## config.mk

```make
export PLATFORM = sky130hd
export DESIGN_NAME = rfq_top
export DESIGN_NICKNAME = d
export VERILOG_FILES = /design/src/common/rfq_pkg.sv /design/src/verilog/rfq_top.sv
export SDC_FILE = /design/constraint.sdc
export NUM_CORES = 2
export LEC_CHECK = 0
export BUFFER_PORTS_ARGS = -buffer_cell sky130_fd_sc_hd__buf_2
export CORE_MARGIN = 8
export CORE_UTILIZATION = 45
export DETAILED_ROUTE_END_ITERATION = 8
export RECOVER_POWER = 25
export SLEW_MARGIN = 20
export SYNTH_ARGS = -nofsm -noshare
export SYNTH_HDL_FRONTEND = slang
export SYNTH_SLANG_ARGS = --single-unit
```

## constraint.sdc

```tcl
create_clock -name clk_sys -period 5 [get_ports clk_sys]
set_input_delay 0.5 -clock clk_sys [delete_from_list [all_inputs] [get_ports clk_sys]]
set_output_delay 0.5 -clock clk_sys [all_outputs]
set_load 0.03 [all_outputs]
```

## src/common/rfq_pkg.sv

```systemverilog
/*
  Package for the radio FIFO and packet block: register offsets, field
  positions, reset values, timing constants, state codes and carriers.
  Assumes a single 40 MHz system clock and a byte-wide register space.
*/
package rfq_pkg;
  // Register offsets on the serial port
  localparam logic [6:0] ADR_STATUS = 7'h03;
  localparam logic [6:0] ADR_IRQ_EN = 7'h05;
  localparam logic [6:0] ADR_OPMODE = 7'h07;
  localparam logic [6:0] ADR_FC2 = 7'h08;
  localparam logic [6:0] ADR_PKCTRL = 7'h30;
  localparam logic [6:0] ADR_PRELEN = 7'h34;
  localparam logic [6:0] ADR_SYNC_HI = 7'h36;
  localparam logic [6:0] ADR_SYNC_LO = 7'h37;
  localparam logic [6:0] ADR_TXHDR = 7'h3a;
  localparam logic [6:0] ADR_PKLEN = 7'h3e;
  localparam logic [6:0] ADR_MODCTL = 7'h70;
  localparam logic [6:0] ADR_TXAF = 7'h7c;
  localparam logic [6:0] ADR_TXAE = 7'h7d;
  localparam logic [6:0] ADR_RXAF = 7'h7e;
  localparam logic [6:0] ADR_FIFO = 7'h7f;
  // Field positions
  localparam int OPM_XTON = 0;
  localparam int OPM_PLLON = 1;
  localparam int OPM_RXON = 2;
  localparam int OPM_TXON = 3;
  localparam int FC2_CLRTX = 0;
  localparam int FC2_CLRRX = 1;
  localparam int PKC_ENRX = 7;
  localparam int PKC_ENTX = 3;
  localparam int PKC_ENCRC = 2;
  localparam int MOD_MANCH = 1;
  localparam int ST_TXAF = 6;
  localparam int ST_TXAE = 5;
  localparam int ST_RXAF = 4;
  localparam int ST_PKSENT = 2;
  localparam int ST_PKVALID = 1;
  // Reset values, preamble byte and the transmit-only mode value
  localparam logic [7:0] RST_TXAF = 8'h37;
  localparam logic [7:0] RST_TXAE = 8'h04;
  localparam logic [7:0] RST_RXAF = 8'h37;
  localparam logic [7:0] RST_PKCTRL = 8'h8d;
  localparam logic [7:0] RST_PRELEN = 8'h08;
  localparam logic [7:0] RST_SYNC_HI = 8'h2d;
  localparam logic [7:0] RST_SYNC_LO = 8'hd4;
  localparam logic [7:0] PRE_BYTE = 8'h55;
  localparam logic [7:0] OPM_TXON_ONLY = 8'h08;
  // FIFO geometry and preamble detection length
  localparam int FIFO_AW = 6;
  localparam logic [FIFO_AW:0] FIFO_DEPTH = 7'h40;
  localparam logic [2:0] PRE_MIN_BITS = 3'h7;
  // Bit timing
  localparam int CLK_NS = 25;
  localparam int BIT_NS = 100000;
  localparam int BIT_CYC = BIT_NS / CLK_NS;
  localparam logic [11:0] BIT_LAST = 12'(BIT_CYC - 1);
  // Transmit sequencer states
  typedef enum logic [6:0] {
    TX_IDLE = 7'b0000001, TX_PRE = 7'b0000010, TX_SYNC = 7'b0000100,
    TX_HDR = 7'b0001000, TX_LEN = 7'b0010000, TX_DATA = 7'b0100000,
    TX_CRC = 7'b1000000
  } rfq_tx_state_type;
  // Receive phases
  typedef enum logic [4:0] {
    RX_HUNT = 5'b00001, RX_HDR = 5'b00010, RX_LEN = 5'b00100,
    RX_DATA = 5'b01000, RX_CHK = 5'b10000
  } rfq_rx_state_type;
  // Pins sampled from outside the clock domain
  typedef struct packed {
    logic sclk;
    logic nsel_n;
    logic sdi;
    logic rx_data;
  } rfq_pins_type;
endpackage

```

## src/verilog/rfq_top.sv

```systemverilog
/*
  Radio FIFO block: serial register port, 64-byte transmit and receive
  FIFOs, threshold events, interrupt line, transmit packet sequencer
  with automatic mode exit, and raw or packet receive path.
  Assumes the serial port clock and receive data are asynchronous and
  much slower than clk_sys; one bit time per BIT_CYC system cycles.
*/
`timescale 1ns/1ps
module rfq_top
  import rfq_pkg::*;
(
  input wire logic clk_sys,
  input wire logic srst,
  input wire logic spi_sclk,
  input wire logic spi_nsel_n,
  input wire logic spi_sdi,
  output logic spi_sdo,
  input wire logic rf_rx_data,
  output logic rf_tx_data,
  output logic tx_active,
  output logic interrupt_line_n,
  output logic general_pin_two
);
  rfq_pins_type pin_meta_q, pin_sync_q;
  logic sclk_d_q, spi_first_q, spi_wr_q, sdo_q, irq_n_q, mclk_q, txd_q;
  logic [2:0] spi_cnt_q;
  logic [6:0] spi_addr_q, rd_addr;
  logic [7:0] spi_in_q, spi_out_q, spi_byte, rd_data;
  logic sclk_rise, sclk_fall, byte_done, wr_stb, rd_stb;
  logic [7:0] status_q, irq_en_q, opmode_q, fc2_q, pkctrl_q, prelen_q;
  logic [7:0] sync_hi_q, sync_lo_q, txhdr_q, pklen_q, modctl_q;
  logic [7:0] txaf_q, txae_q, rxaf_q;
  logic [1:0] push, pop, clr, full, empty;
  logic [7:0] wdata [2];
  logic [7:0] rdata [2];
  logic [FIFO_AW:0] cnt [2];
  logic [FIFO_AW:0] cnt_prev_q [2];
  logic ev_txaf, ev_txae, ev_rxaf, ev_pksent, ev_pkvalid;
  logic [11:0] div_q;
  logic bit_en;
  rfq_tx_state_type tx_st_q;
  logic [7:0] tx_sh_q, tx_idx_q, tx_chk_q;
  logic [2:0] tx_bits_q;
  logic tx_done, tx_load, tx_pop;
  rfq_rx_state_type rx_st_q;
  logic [15:0] rx_sh_q;
  logic [7:0] rx_byte_q, rx_left_q, rx_chk_q, rx_nbyte;
  logic [2:0] rx_bits_q, alt_cnt_q;
  logic half_q, man_first_q, rx_bit_ok, rx_bit, pre_seen_q, rx_push;

  // Two-flop synchronisers for every pin from the host or the radio
  always_ff @(posedge clk_sys) begin
    pin_meta_q <= '{spi_sclk, spi_nsel_n, spi_sdi, rf_rx_data};
    pin_sync_q <= pin_meta_q;
    sclk_d_q <= pin_sync_q.sclk;
  end
  assign sclk_rise = pin_sync_q.sclk & ~sclk_d_q & ~pin_sync_q.nsel_n;
  assign sclk_fall = ~pin_sync_q.sclk & sclk_d_q & ~pin_sync_q.nsel_n;
  assign spi_byte = {spi_in_q[6:0], pin_sync_q.sdi};
  assign byte_done = sclk_rise && spi_cnt_q == 3'h7;
  assign wr_stb = byte_done && !spi_first_q && spi_wr_q;
  assign rd_stb = byte_done && (spi_first_q ? !spi_byte[7] : !spi_wr_q);
  // The FIFO address does not advance, so bursts stream through it
  assign rd_addr = spi_first_q ? spi_byte[6:0] :
                   (spi_addr_q == ADR_FIFO) ? spi_addr_q : spi_addr_q + 7'h1;

  // Serial port: address byte, then data bytes; sdo moves on falling edge
  always_ff @(posedge clk_sys) begin
    if (srst || pin_sync_q.nsel_n) begin
      spi_cnt_q <= 3'h0;
      spi_first_q <= 1'b1;
      spi_wr_q <= 1'b0;
      spi_addr_q <= 7'h00;
      spi_in_q <= 8'h00;
      spi_out_q <= 8'h00;
    end else if (sclk_rise) begin
      spi_in_q <= spi_byte;
      spi_cnt_q <= spi_cnt_q + 3'h1;
      if (byte_done) begin
        spi_first_q <= 1'b0;
        if (spi_first_q) begin
          spi_wr_q <= spi_byte[7];
        end
        spi_addr_q <= rd_addr;
        spi_out_q <= rd_data;
      end
    end else if (sclk_fall) begin
      spi_out_q <= {spi_out_q[6:0], 1'b0};
    end
  end

  // Output pin for serial read data
  always_ff @(posedge clk_sys) begin
    if (srst) begin
      sdo_q <= 1'b0;
    end else if (sclk_fall) begin
      sdo_q <= spi_out_q[7];
    end
  end

  // Read mux; reserved bits of the threshold registers read as zero
  always_comb begin
    rd_data = 8'h00;
    if (rd_addr == ADR_STATUS) begin
      rd_data = status_q;
    end else if (rd_addr == ADR_IRQ_EN) begin
      rd_data = irq_en_q;
    end else if (rd_addr == ADR_OPMODE) begin
      rd_data = opmode_q;
    end else if (rd_addr == ADR_FC2) begin
      rd_data = fc2_q;
    end else if (rd_addr == ADR_PKCTRL) begin
      rd_data = pkctrl_q;
    end else if (rd_addr == ADR_PRELEN) begin
      rd_data = prelen_q;
    end else if (rd_addr == ADR_SYNC_HI) begin
      rd_data = sync_hi_q;
    end else if (rd_addr == ADR_SYNC_LO) begin
      rd_data = sync_lo_q;
    end else if (rd_addr == ADR_TXHDR) begin
      rd_data = txhdr_q;
    end else if (rd_addr == ADR_PKLEN) begin
      rd_data = pklen_q;
    end else if (rd_addr == ADR_MODCTL) begin
      rd_data = modctl_q;
    end else if (rd_addr == ADR_TXAF) begin
      rd_data = txaf_q;
    end else if (rd_addr == ADR_TXAE) begin
      rd_data = txae_q;
    end else if (rd_addr == ADR_RXAF) begin
      rd_data = rxaf_q;
    end else if (rd_addr == ADR_FIFO) begin
      rd_data = rdata[1];
    end
  end

  // Plain configuration registers
  always_ff @(posedge clk_sys) begin
    if (srst) begin
      irq_en_q <= 8'h00;
      fc2_q <= 8'h00;
      pkctrl_q <= RST_PKCTRL;
      prelen_q <= RST_PRELEN;
      sync_hi_q <= RST_SYNC_HI;
      sync_lo_q <= RST_SYNC_LO;
      txhdr_q <= 8'h00;
      pklen_q <= 8'h00;
      modctl_q <= 8'h00;
      txaf_q <= RST_TXAF;
      txae_q <= RST_TXAE;
      rxaf_q <= RST_RXAF;
    end else if (wr_stb) begin
      if (spi_addr_q == ADR_IRQ_EN) begin
        irq_en_q <= spi_byte;
      end else if (spi_addr_q == ADR_FC2) begin
        fc2_q <= spi_byte;
      end else if (spi_addr_q == ADR_PKCTRL) begin
        pkctrl_q <= spi_byte;
      end else if (spi_addr_q == ADR_PRELEN) begin
        prelen_q <= spi_byte;
      end else if (spi_addr_q == ADR_SYNC_HI) begin
        sync_hi_q <= spi_byte;
      end else if (spi_addr_q == ADR_SYNC_LO) begin
        sync_lo_q <= spi_byte;
      end else if (spi_addr_q == ADR_TXHDR) begin
        txhdr_q <= spi_byte;
      end else if (spi_addr_q == ADR_PKLEN) begin
        pklen_q <= spi_byte;
      end else if (spi_addr_q == ADR_MODCTL) begin
        modctl_q <= spi_byte;
      end else if (spi_addr_q == ADR_TXAF) begin
        txaf_q <= {2'b00, spi_byte[5:0]};
      end else if (spi_addr_q == ADR_TXAE) begin
        txae_q <= {2'b00, spi_byte[5:0]};
      end else if (spi_addr_q == ADR_RXAF) begin
        rxaf_q <= {2'b00, spi_byte[5:0]};
      end
    end
  end

  // Mode register; the sequencer drops transmit-on when a packet ends
  always_ff @(posedge clk_sys) begin
    if (srst) begin
      opmode_q <= 8'h00;
    end else if (wr_stb && spi_addr_q == ADR_OPMODE) begin
      opmode_q <= spi_byte;
    end else if (tx_done) begin
      opmode_q[OPM_TXON] <= 1'b0;
      if (opmode_q == OPM_TXON_ONLY) begin
        opmode_q[OPM_XTON] <= 1'b1;
      end
    end
  end

  // FIFO port wiring: index 0 transmit, index 1 receive
  assign push[0] = wr_stb && spi_addr_q == ADR_FIFO;
  assign pop[0] = tx_pop;
  assign wdata[0] = spi_byte;
  assign clr[0] = fc2_q[FC2_CLRTX];
  assign push[1] = rx_push;
  assign pop[1] = rd_stb && rd_addr == ADR_FIFO;
  assign wdata[1] = rx_nbyte;
  assign clr[1] = fc2_q[FC2_CLRRX];

  // Both FIFOs share one structure; full pushes and empty pops are lost
  for (genvar g = 0; g < 2; g++) begin : g_fifo
    logic [7:0] mem [FIFO_DEPTH];
    logic [FIFO_AW-1:0] wp_q, rp_q;
    logic [FIFO_AW:0] cnt_q;
    logic do_push, do_pop;
    assign do_push = push[g] && !full[g];
    assign do_pop = pop[g] && !empty[g];
    assign full[g] = cnt_q == FIFO_DEPTH;
    assign empty[g] = cnt_q == '0;
    assign rdata[g] = mem[rp_q];
    assign cnt[g] = cnt_q;
    always_ff @(posedge clk_sys) begin
      if (do_push) begin
        mem[wp_q] <= wdata[g];
      end
    end
    always_ff @(posedge clk_sys) begin
      if (srst || clr[g]) begin
        wp_q <= '0;
        rp_q <= '0;
        cnt_q <= '0;
      end else begin
        wp_q <= wp_q + FIFO_AW'(do_push);
        rp_q <= rp_q + FIFO_AW'(do_pop);
        cnt_q <= cnt_q + (FIFO_AW+1)'(do_push) - (FIFO_AW+1)'(do_pop);
      end
    end
    always_ff @(posedge clk_sys) begin
      cnt_prev_q[g] <= srst ? '0 : cnt_q;
    end
  end

  // Events fire only on the crossing itself, not while above or below
  assign ev_txaf = cnt_prev_q[0] <= txaf_q[6:0]
                   && cnt[0] > txaf_q[6:0];
  assign ev_txae = tx_st_q != TX_IDLE && cnt_prev_q[0] >= txae_q[6:0]
                   && cnt[0] < txae_q[6:0];
  assign ev_rxaf = cnt_prev_q[1] <= rxaf_q[6:0]
                   && cnt[1] > rxaf_q[6:0];

  // Sticky status, cleared by reading it; a new event beats the clear
  always_ff @(posedge clk_sys) begin
    if (srst) begin
      status_q <= 8'h00;
    end else begin
      if (rd_stb && rd_addr == ADR_STATUS) begin
        status_q <= 8'h00;
      end
      if (ev_txaf) status_q[ST_TXAF] <= 1'b1;
      if (ev_txae) status_q[ST_TXAE] <= 1'b1;
      if (ev_rxaf) status_q[ST_RXAF] <= 1'b1;
      if (ev_pksent) status_q[ST_PKSENT] <= 1'b1;
      if (ev_pkvalid) status_q[ST_PKVALID] <= 1'b1;
    end
  end

  // Only enabled sources pull the line low; status latches regardless
  always_ff @(posedge clk_sys) begin
    irq_n_q <= srst ? 1'b1 : ~|(status_q & irq_en_q);
  end

  // Bit-rate enable; host clock output toggles while oscillator runs
  always_ff @(posedge clk_sys) begin
    if (srst || div_q == BIT_LAST) begin
      div_q <= 12'h000;
    end else begin
      div_q <= div_q + 12'h001;
    end
    if (srst) begin
      mclk_q <= 1'b0;
    end else if (bit_en && opmode_q[OPM_XTON]) begin
      mclk_q <= ~mclk_q;
    end
  end
  assign bit_en = div_q == BIT_LAST;

  assign tx_load = bit_en && tx_bits_q == 3'h0 && tx_st_q != TX_IDLE;
  assign tx_pop = tx_load && tx_st_q == TX_DATA && !empty[0];
  // Without the handler the packet ends when the FIFO runs dry
  assign tx_done = tx_load && ((tx_st_q == TX_DATA && !pkctrl_q[PKC_ENTX]
                   && empty[0]) || (tx_st_q == TX_CRC
                   && (tx_idx_q != 8'h00 || !pkctrl_q[PKC_ENCRC])));
  assign ev_pksent = tx_done;

  // Transmit sequencer: one byte loaded per eight bit times
  always_ff @(posedge clk_sys) begin
    if (srst) begin
      tx_st_q <= TX_IDLE;
      tx_sh_q <= 8'h00;
      tx_bits_q <= 3'h0;
      tx_idx_q <= 8'h00;
      tx_chk_q <= 8'h00;
    end else if (tx_st_q == TX_IDLE) begin
      tx_idx_q <= 8'h00;
      tx_chk_q <= 8'h00;
      tx_bits_q <= 3'h0;
      if (opmode_q[OPM_TXON]) begin
        tx_st_q <= pkctrl_q[PKC_ENTX] ? TX_PRE : TX_DATA;
      end
    end else if (tx_load) begin
      tx_bits_q <= 3'h7;
      tx_idx_q <= tx_idx_q + 8'h01;
      case (tx_st_q)
        TX_PRE: begin
          tx_sh_q <= PRE_BYTE;
          if (tx_idx_q + 8'h01 >= prelen_q) begin
            tx_st_q <= TX_SYNC;
            tx_idx_q <= 8'h00;
          end
        end
        TX_SYNC: begin
          tx_sh_q <= tx_idx_q[0] ? sync_lo_q : sync_hi_q;
          if (tx_idx_q[0]) tx_st_q <= TX_HDR;
        end
        TX_HDR: begin
          tx_sh_q <= txhdr_q;
          tx_chk_q <= txhdr_q;
          tx_st_q <= TX_LEN;
        end
        TX_LEN: begin
          tx_sh_q <= pklen_q;
          tx_chk_q <= tx_chk_q ^ pklen_q;
          tx_idx_q <= 8'h00;
          tx_st_q <= pklen_q == 8'h00 ? TX_CRC : TX_DATA;
        end
        TX_DATA: begin
          tx_sh_q <= rdata[0];
          tx_chk_q <= tx_chk_q ^ rdata[0];
          if (!pkctrl_q[PKC_ENTX] && empty[0]) begin
            tx_st_q <= TX_IDLE;
            tx_bits_q <= 3'h0;
          end else if (pkctrl_q[PKC_ENTX] && tx_idx_q + 8'h01 == pklen_q) begin
            tx_st_q <= TX_CRC;
            tx_idx_q <= 8'h00;
          end
        end
        TX_CRC: begin
          // Second visit, or check byte disabled: the packet has been shifted out
          if (tx_idx_q != 8'h00 || !pkctrl_q[PKC_ENCRC]) begin
            tx_st_q <= TX_IDLE;
            tx_bits_q <= 3'h0;
          end else begin
            tx_sh_q <= tx_chk_q;
          end
        end
        default: tx_st_q <= TX_IDLE;
      endcase
    end else if (bit_en && tx_bits_q != 3'h0) begin
      tx_sh_q <= {tx_sh_q[6:0], 1'b0};
      tx_bits_q <= tx_bits_q - 3'h1;
    end
  end

  // Transmit pin follows the shift register's top bit, MSB first
  always_ff @(posedge clk_sys) begin
    txd_q <= srst ? 1'b0 : tx_sh_q[7];
  end

  // Manchester pairs keep only the first half of each pair
  assign rx_bit_ok = bit_en && (!modctl_q[MOD_MANCH] || half_q);
  assign rx_bit = modctl_q[MOD_MANCH] ? man_first_q : pin_sync_q.rx_data;
  assign rx_nbyte = {rx_byte_q[6:0], rx_bit};
  assign rx_push = rx_bit_ok && rx_bits_q == 3'h7 && rx_st_q == RX_DATA;
  assign ev_pkvalid = rx_bit_ok && rx_bits_q == 3'h7 && rx_st_q == RX_CHK
                      && rx_nbyte == rx_chk_q;

  // Receive path: hunt preamble then sync, then bytes
  always_ff @(posedge clk_sys) begin
    if (srst || !opmode_q[OPM_RXON]) begin
      rx_st_q <= RX_HUNT;
      rx_sh_q <= 16'h0000;
      rx_byte_q <= 8'h00;
      rx_bits_q <= 3'h0;
      rx_left_q <= 8'h00;
      rx_chk_q <= 8'h00;
      alt_cnt_q <= 3'h0;
      pre_seen_q <= 1'b0;
      half_q <= 1'b0;
      man_first_q <= 1'b0;
    end else begin
      if (bit_en) begin
        half_q <= ~half_q;
        man_first_q <= pin_sync_q.rx_data;
      end
      if (rx_bit_ok) begin
        rx_sh_q <= {rx_sh_q[14:0], rx_bit};
        rx_byte_q <= rx_nbyte;
        rx_bits_q <= rx_bits_q + 3'h1;
        if (rx_st_q == RX_HUNT) begin
          rx_bits_q <= 3'h0;
          alt_cnt_q <= rx_bit != rx_sh_q[0] ?
                       (alt_cnt_q == PRE_MIN_BITS ? alt_cnt_q :
                       alt_cnt_q + 3'h1) : 3'h0;
          if (alt_cnt_q == PRE_MIN_BITS) pre_seen_q <= 1'b1;
          if (pre_seen_q && {rx_sh_q[14:0], rx_bit} ==
              {sync_hi_q, sync_lo_q}) begin
            // Raw mode passes everything after sync unchecked
            rx_st_q <= pkctrl_q[PKC_ENRX] ? RX_HDR : RX_DATA;
          end
        end else if (rx_bits_q == 3'h7) begin
          case (rx_st_q)
            RX_HDR: begin
              rx_chk_q <= rx_nbyte;
              rx_st_q <= RX_LEN;
            end
            RX_LEN: begin
              rx_chk_q <= rx_chk_q ^ rx_nbyte;
              rx_left_q <= rx_nbyte;
              rx_st_q <= rx_nbyte == 8'h00 ? RX_CHK : RX_DATA;
            end
            RX_DATA: begin
              rx_chk_q <= rx_chk_q ^ rx_nbyte;
              rx_left_q <= rx_left_q - 8'h01;
              if (pkctrl_q[PKC_ENRX] && rx_left_q == 8'h01) begin
                rx_st_q <= RX_CHK;
              end
            end
            default: begin
              rx_st_q <= RX_HUNT;
              pre_seen_q <= 1'b0;
              alt_cnt_q <= 3'h0;
            end
          endcase
        end
      end
    end
  end

  assign spi_sdo = sdo_q;
  assign rf_tx_data = txd_q;
  assign interrupt_line_n = irq_n_q;
  assign general_pin_two = mclk_q;
  assign tx_active = opmode_q[OPM_TXON];
endmodule // rfq_top

```

==> flow_summary.yaml <==
setup_path:
  end_kind: "register"
  worst_path_most_repeated_cell: "nor2_1"
  crit_path_top_delay_cell: "clkbuf_1"
  slowest_delay_ns: 2.56
  crit_type: "reg -> reg"
  crit_fanout: 72
  crit_path_cell_trace: "clkbuf_1 > xnor2_1 > nand4_1 > nor4_1 > nor2_1 > nor2_1 > mux2i_1 > nor2_1"
  crit_required_ns: 5.64
  worst_ep_arrival_time_ns: 5.13
  crit_path_start_kind: "register"
sta:
  period_share_pct: 89.77
  fin_skew_ns: 0.03132
  final.setup.tns_ns: 0
  relSlewSlack_pct: -161.6
  finalSetupViolations: 0
  period_needed_ns: 4.488
  timing_hold_violations_final: 0
  slew_violations: 688
  fmax_ghz: 0.2228
  fin_ws_ns: 0.5115
  tightestPinTransition_ns: 3.924
  rsz0062_at_grt: "no"
routing:
  drtAntennaViolNets: 0
  drt_first_pass_iters: 6
  drc: 0
  drtIter0Drc: 3243
  route.met2.wl_um: 66070
  met1_length_um: 61840
  via_per_inst: 5.900
  routed_wl_um: 141100
  wl_met3_um: 9079
  highest_layer: "met5"
  wire_per_inst_um: 25.17
  vias: 33090
final_layout:
  most-common-layout-cells: "1024 x edfxtp_1, 359 x nor2_1, 295 x nand2_1"
  syn_to_final_growth_pct: 12.51
  drive_gt1_share_pct: 16.72
  finish.utilization_pct: 51.12
  diodes: 0
  nets: 3964
  final_common_cell: "edfxtp_1"
synthesis:
  synth.yosys.seq_area_share_pct: 65.78
  synth.area.top_cells: "edfxtp_1 55%, dfxtp_1 10%, mux4_2 10%, nor2_1 2.4%, mux2i_1 2.2%"
  synth-edff-count: 1024
  yosysTopAreaCellShare_pct: 55.46
  synth_top_area_cell: "edfxtp_1"
  ys.flop_type: "edfxtp_1"
  yosysUniqueCellTypes: 91
  ys_async_sr_fraction_pct: 0
  synth_seq_cells: 1310
  synth_cells: 3796
  synth_warnings: 0
  synth_fp_nets: 3891
  syn-mean-instance-area_um2: 14.61
  netlist_area_um2: 55450
global_routing:
  antenna_found_initial: 2
  track_usage_pct: 20.53
  grt_start_max_net_pins: 84
  grt.overflow.total: 0
  grt_pass1_wl_um: 212600
  grt_pass1_vias: 32500
die:
  rows: 128
  fp.dieArea_um2: 134700
  fp.dieW_um: 367.0
  io_pins: 11
  start_util_pct: 45.44
  die_h_um: 367.0
  coreArea_um2: 122000
run_status:
  violations: "max-capacitance violations, max-slew violations"
  status: "complete, but fails checks"
clock_network:
  clkTransAtPathRegs_ns: 0.06
  cts_buffer_depth: 3
  clock_latency_ns: 0.76
  cts_tree: "done"
  cts_sinks: 1310
  h-tree-depth: 4
  cts-root-buf: "clkbuf_16"
  post_cts_buffers: 0
  cts_buffers: 141
pwr:
  p_leak_nw: 19.46
  swShare_pct: 20.33
  powerDensity_nw_per_um2: 358.5
  peakVddDrop_mv: 0.3472
  combPwrFrac_pct: 1.1
  seqPwrFrac_pct: 52.0
  internal_power_mw: 17.82
  p_clk_share_pct: 46.9
  power_switching_mw: 4.547
placed_design:
  hpwlAfterDp_um: 90590
  portBuffers: 10
  gp_congestion: 0.9400
  preCtsSetupSlack_ns: 0.7051
run:
  cap_viol_max_count: 10
min_path:
  hp-class: "reg -> reg"
-- routing by layer --
metal  vias to the layer above  GRT usage (%)
li1                      14840              -
met1                     16820          29.15
met2                      1163          32.55
met3                       260          3.358
met4                         2          6.375
met5                         -              0
-- path summary, 6_finish.rpt --
check                           from                 endpoint  slack [ns]  cells past startpoint
max          rx_sh_q[3]$_SDFFE_PP0P_  rx_st_q[3]$_SDFFE_PP0P_        0.51                      8
min reg2reg    pin_meta_q[1]$_DFF_P_    pin_sync_q[1]$_DFF_P_        0.33                      0
min            pin_meta_q[1]$_DFF_P_    pin_sync_q[1]$_DFF_P_        0.33                      0
max reg2reg  rx_sh_q[3]$_SDFFE_PP0P_  rx_st_q[3]$_SDFFE_PP0P_        0.51                      8
-- power by group through the flow --
stage	registers (mW)	clock network [mW]	logic, mW
global placement	11.9	0	0.241
global route	11.6	11.1	0.263
finish	11.6	10.5	0.246
floorplan	11.9	0	0.149
CTS	11.6	10.7	0.246
detailed placement	11.9	0	0.243
-- kinds of logic after synthesis --
family,count (synthesis),synth area share [%]
flops,1310,65.78
simple gates,1057,8.945
compound gates,571,6.945
mux,390,12.70
buf+inv,302,2.250
fa+ha+maj,89,2.035
xor+xnor,77,1.343
-- worst max-delay path: cells and delay by family, from the launching register on --
kind / cells / cell delay, ns
flip-flops: 1 / 0.31
XOR/XNOR: 1 / 0.24
multiplexers: 1 / 0.24
buffers and inverters: 1 / 2.56
AND/OR/NAND/NOR: 5 / 1.00
-- synth_stat cells, types with 18 or more instances --
library cell	instances
nor2b_1	33
a211oi_1	28
a21o_1	19
a22oi_1	48
nand4_1	30
inv_1	81
and3_1	29
and2_1	18
buf_2	52
buf_1	24
nor4_1	24
a211o_1	18
a21oi_1	164
nor2_1	360
nand2_1	295
o211ai_1	20
o22ai_1	20
nand3_1	92
ha_1	87
or3_1	19
xor2_1	32
nor3_1	43
xnor2_1	40
o21ai_0	97
dfxtp_1	286
edfxtp_1	1024
nand2b_1	25
nand3b_1	29
mux2_2	19
clkbuf_1	136
mux2i_1	122
mux4_2	249
-- registers in the layout, indices dropped and copies added (netlist names), 12 cells and up --
signal        cells
g_fifo.rp_q      12
g_fifo.cnt_q     14
cnt_prev_q       14
g_fifo.wp_q      12
div_q            12
g_fifo.mem     1024
rx_sh_q          15
-- final cells by class --
type | count | area (um2)
Sequential cell | 1310 | 36500
Fill cell | 10230 | 59650
Inverter | 82 | 307.8
Timing Repair Buffer | 150 | 1132
Tap cell | 1625 | 2033
Multi-Input combinational cell | 2184 | 17750
Clock buffer | 179 | 3795
Clock inverter | 78 | 862.1
-- through the flow --
step                total power [mW]  hold WS, ns  std cells  area, um2
finish                         22.36       0.3294       5608      62390
global route                   23.01       0.3391       5608      62390
CTS                            22.57      0.08566       5608      62440
detailed placement             12.10       0.3120       5347      57740
global placement               12.10       0.3142       5347      57740
floorplan                      12.02       0.3096       3796      55450
-- repair_timing --
item,4_1_cts,5_1_grt
hold buffers,4,0
gates resized for setup,0,0
endpoints found under the hold margin,4,0
(Power assumes the default switching activity.)
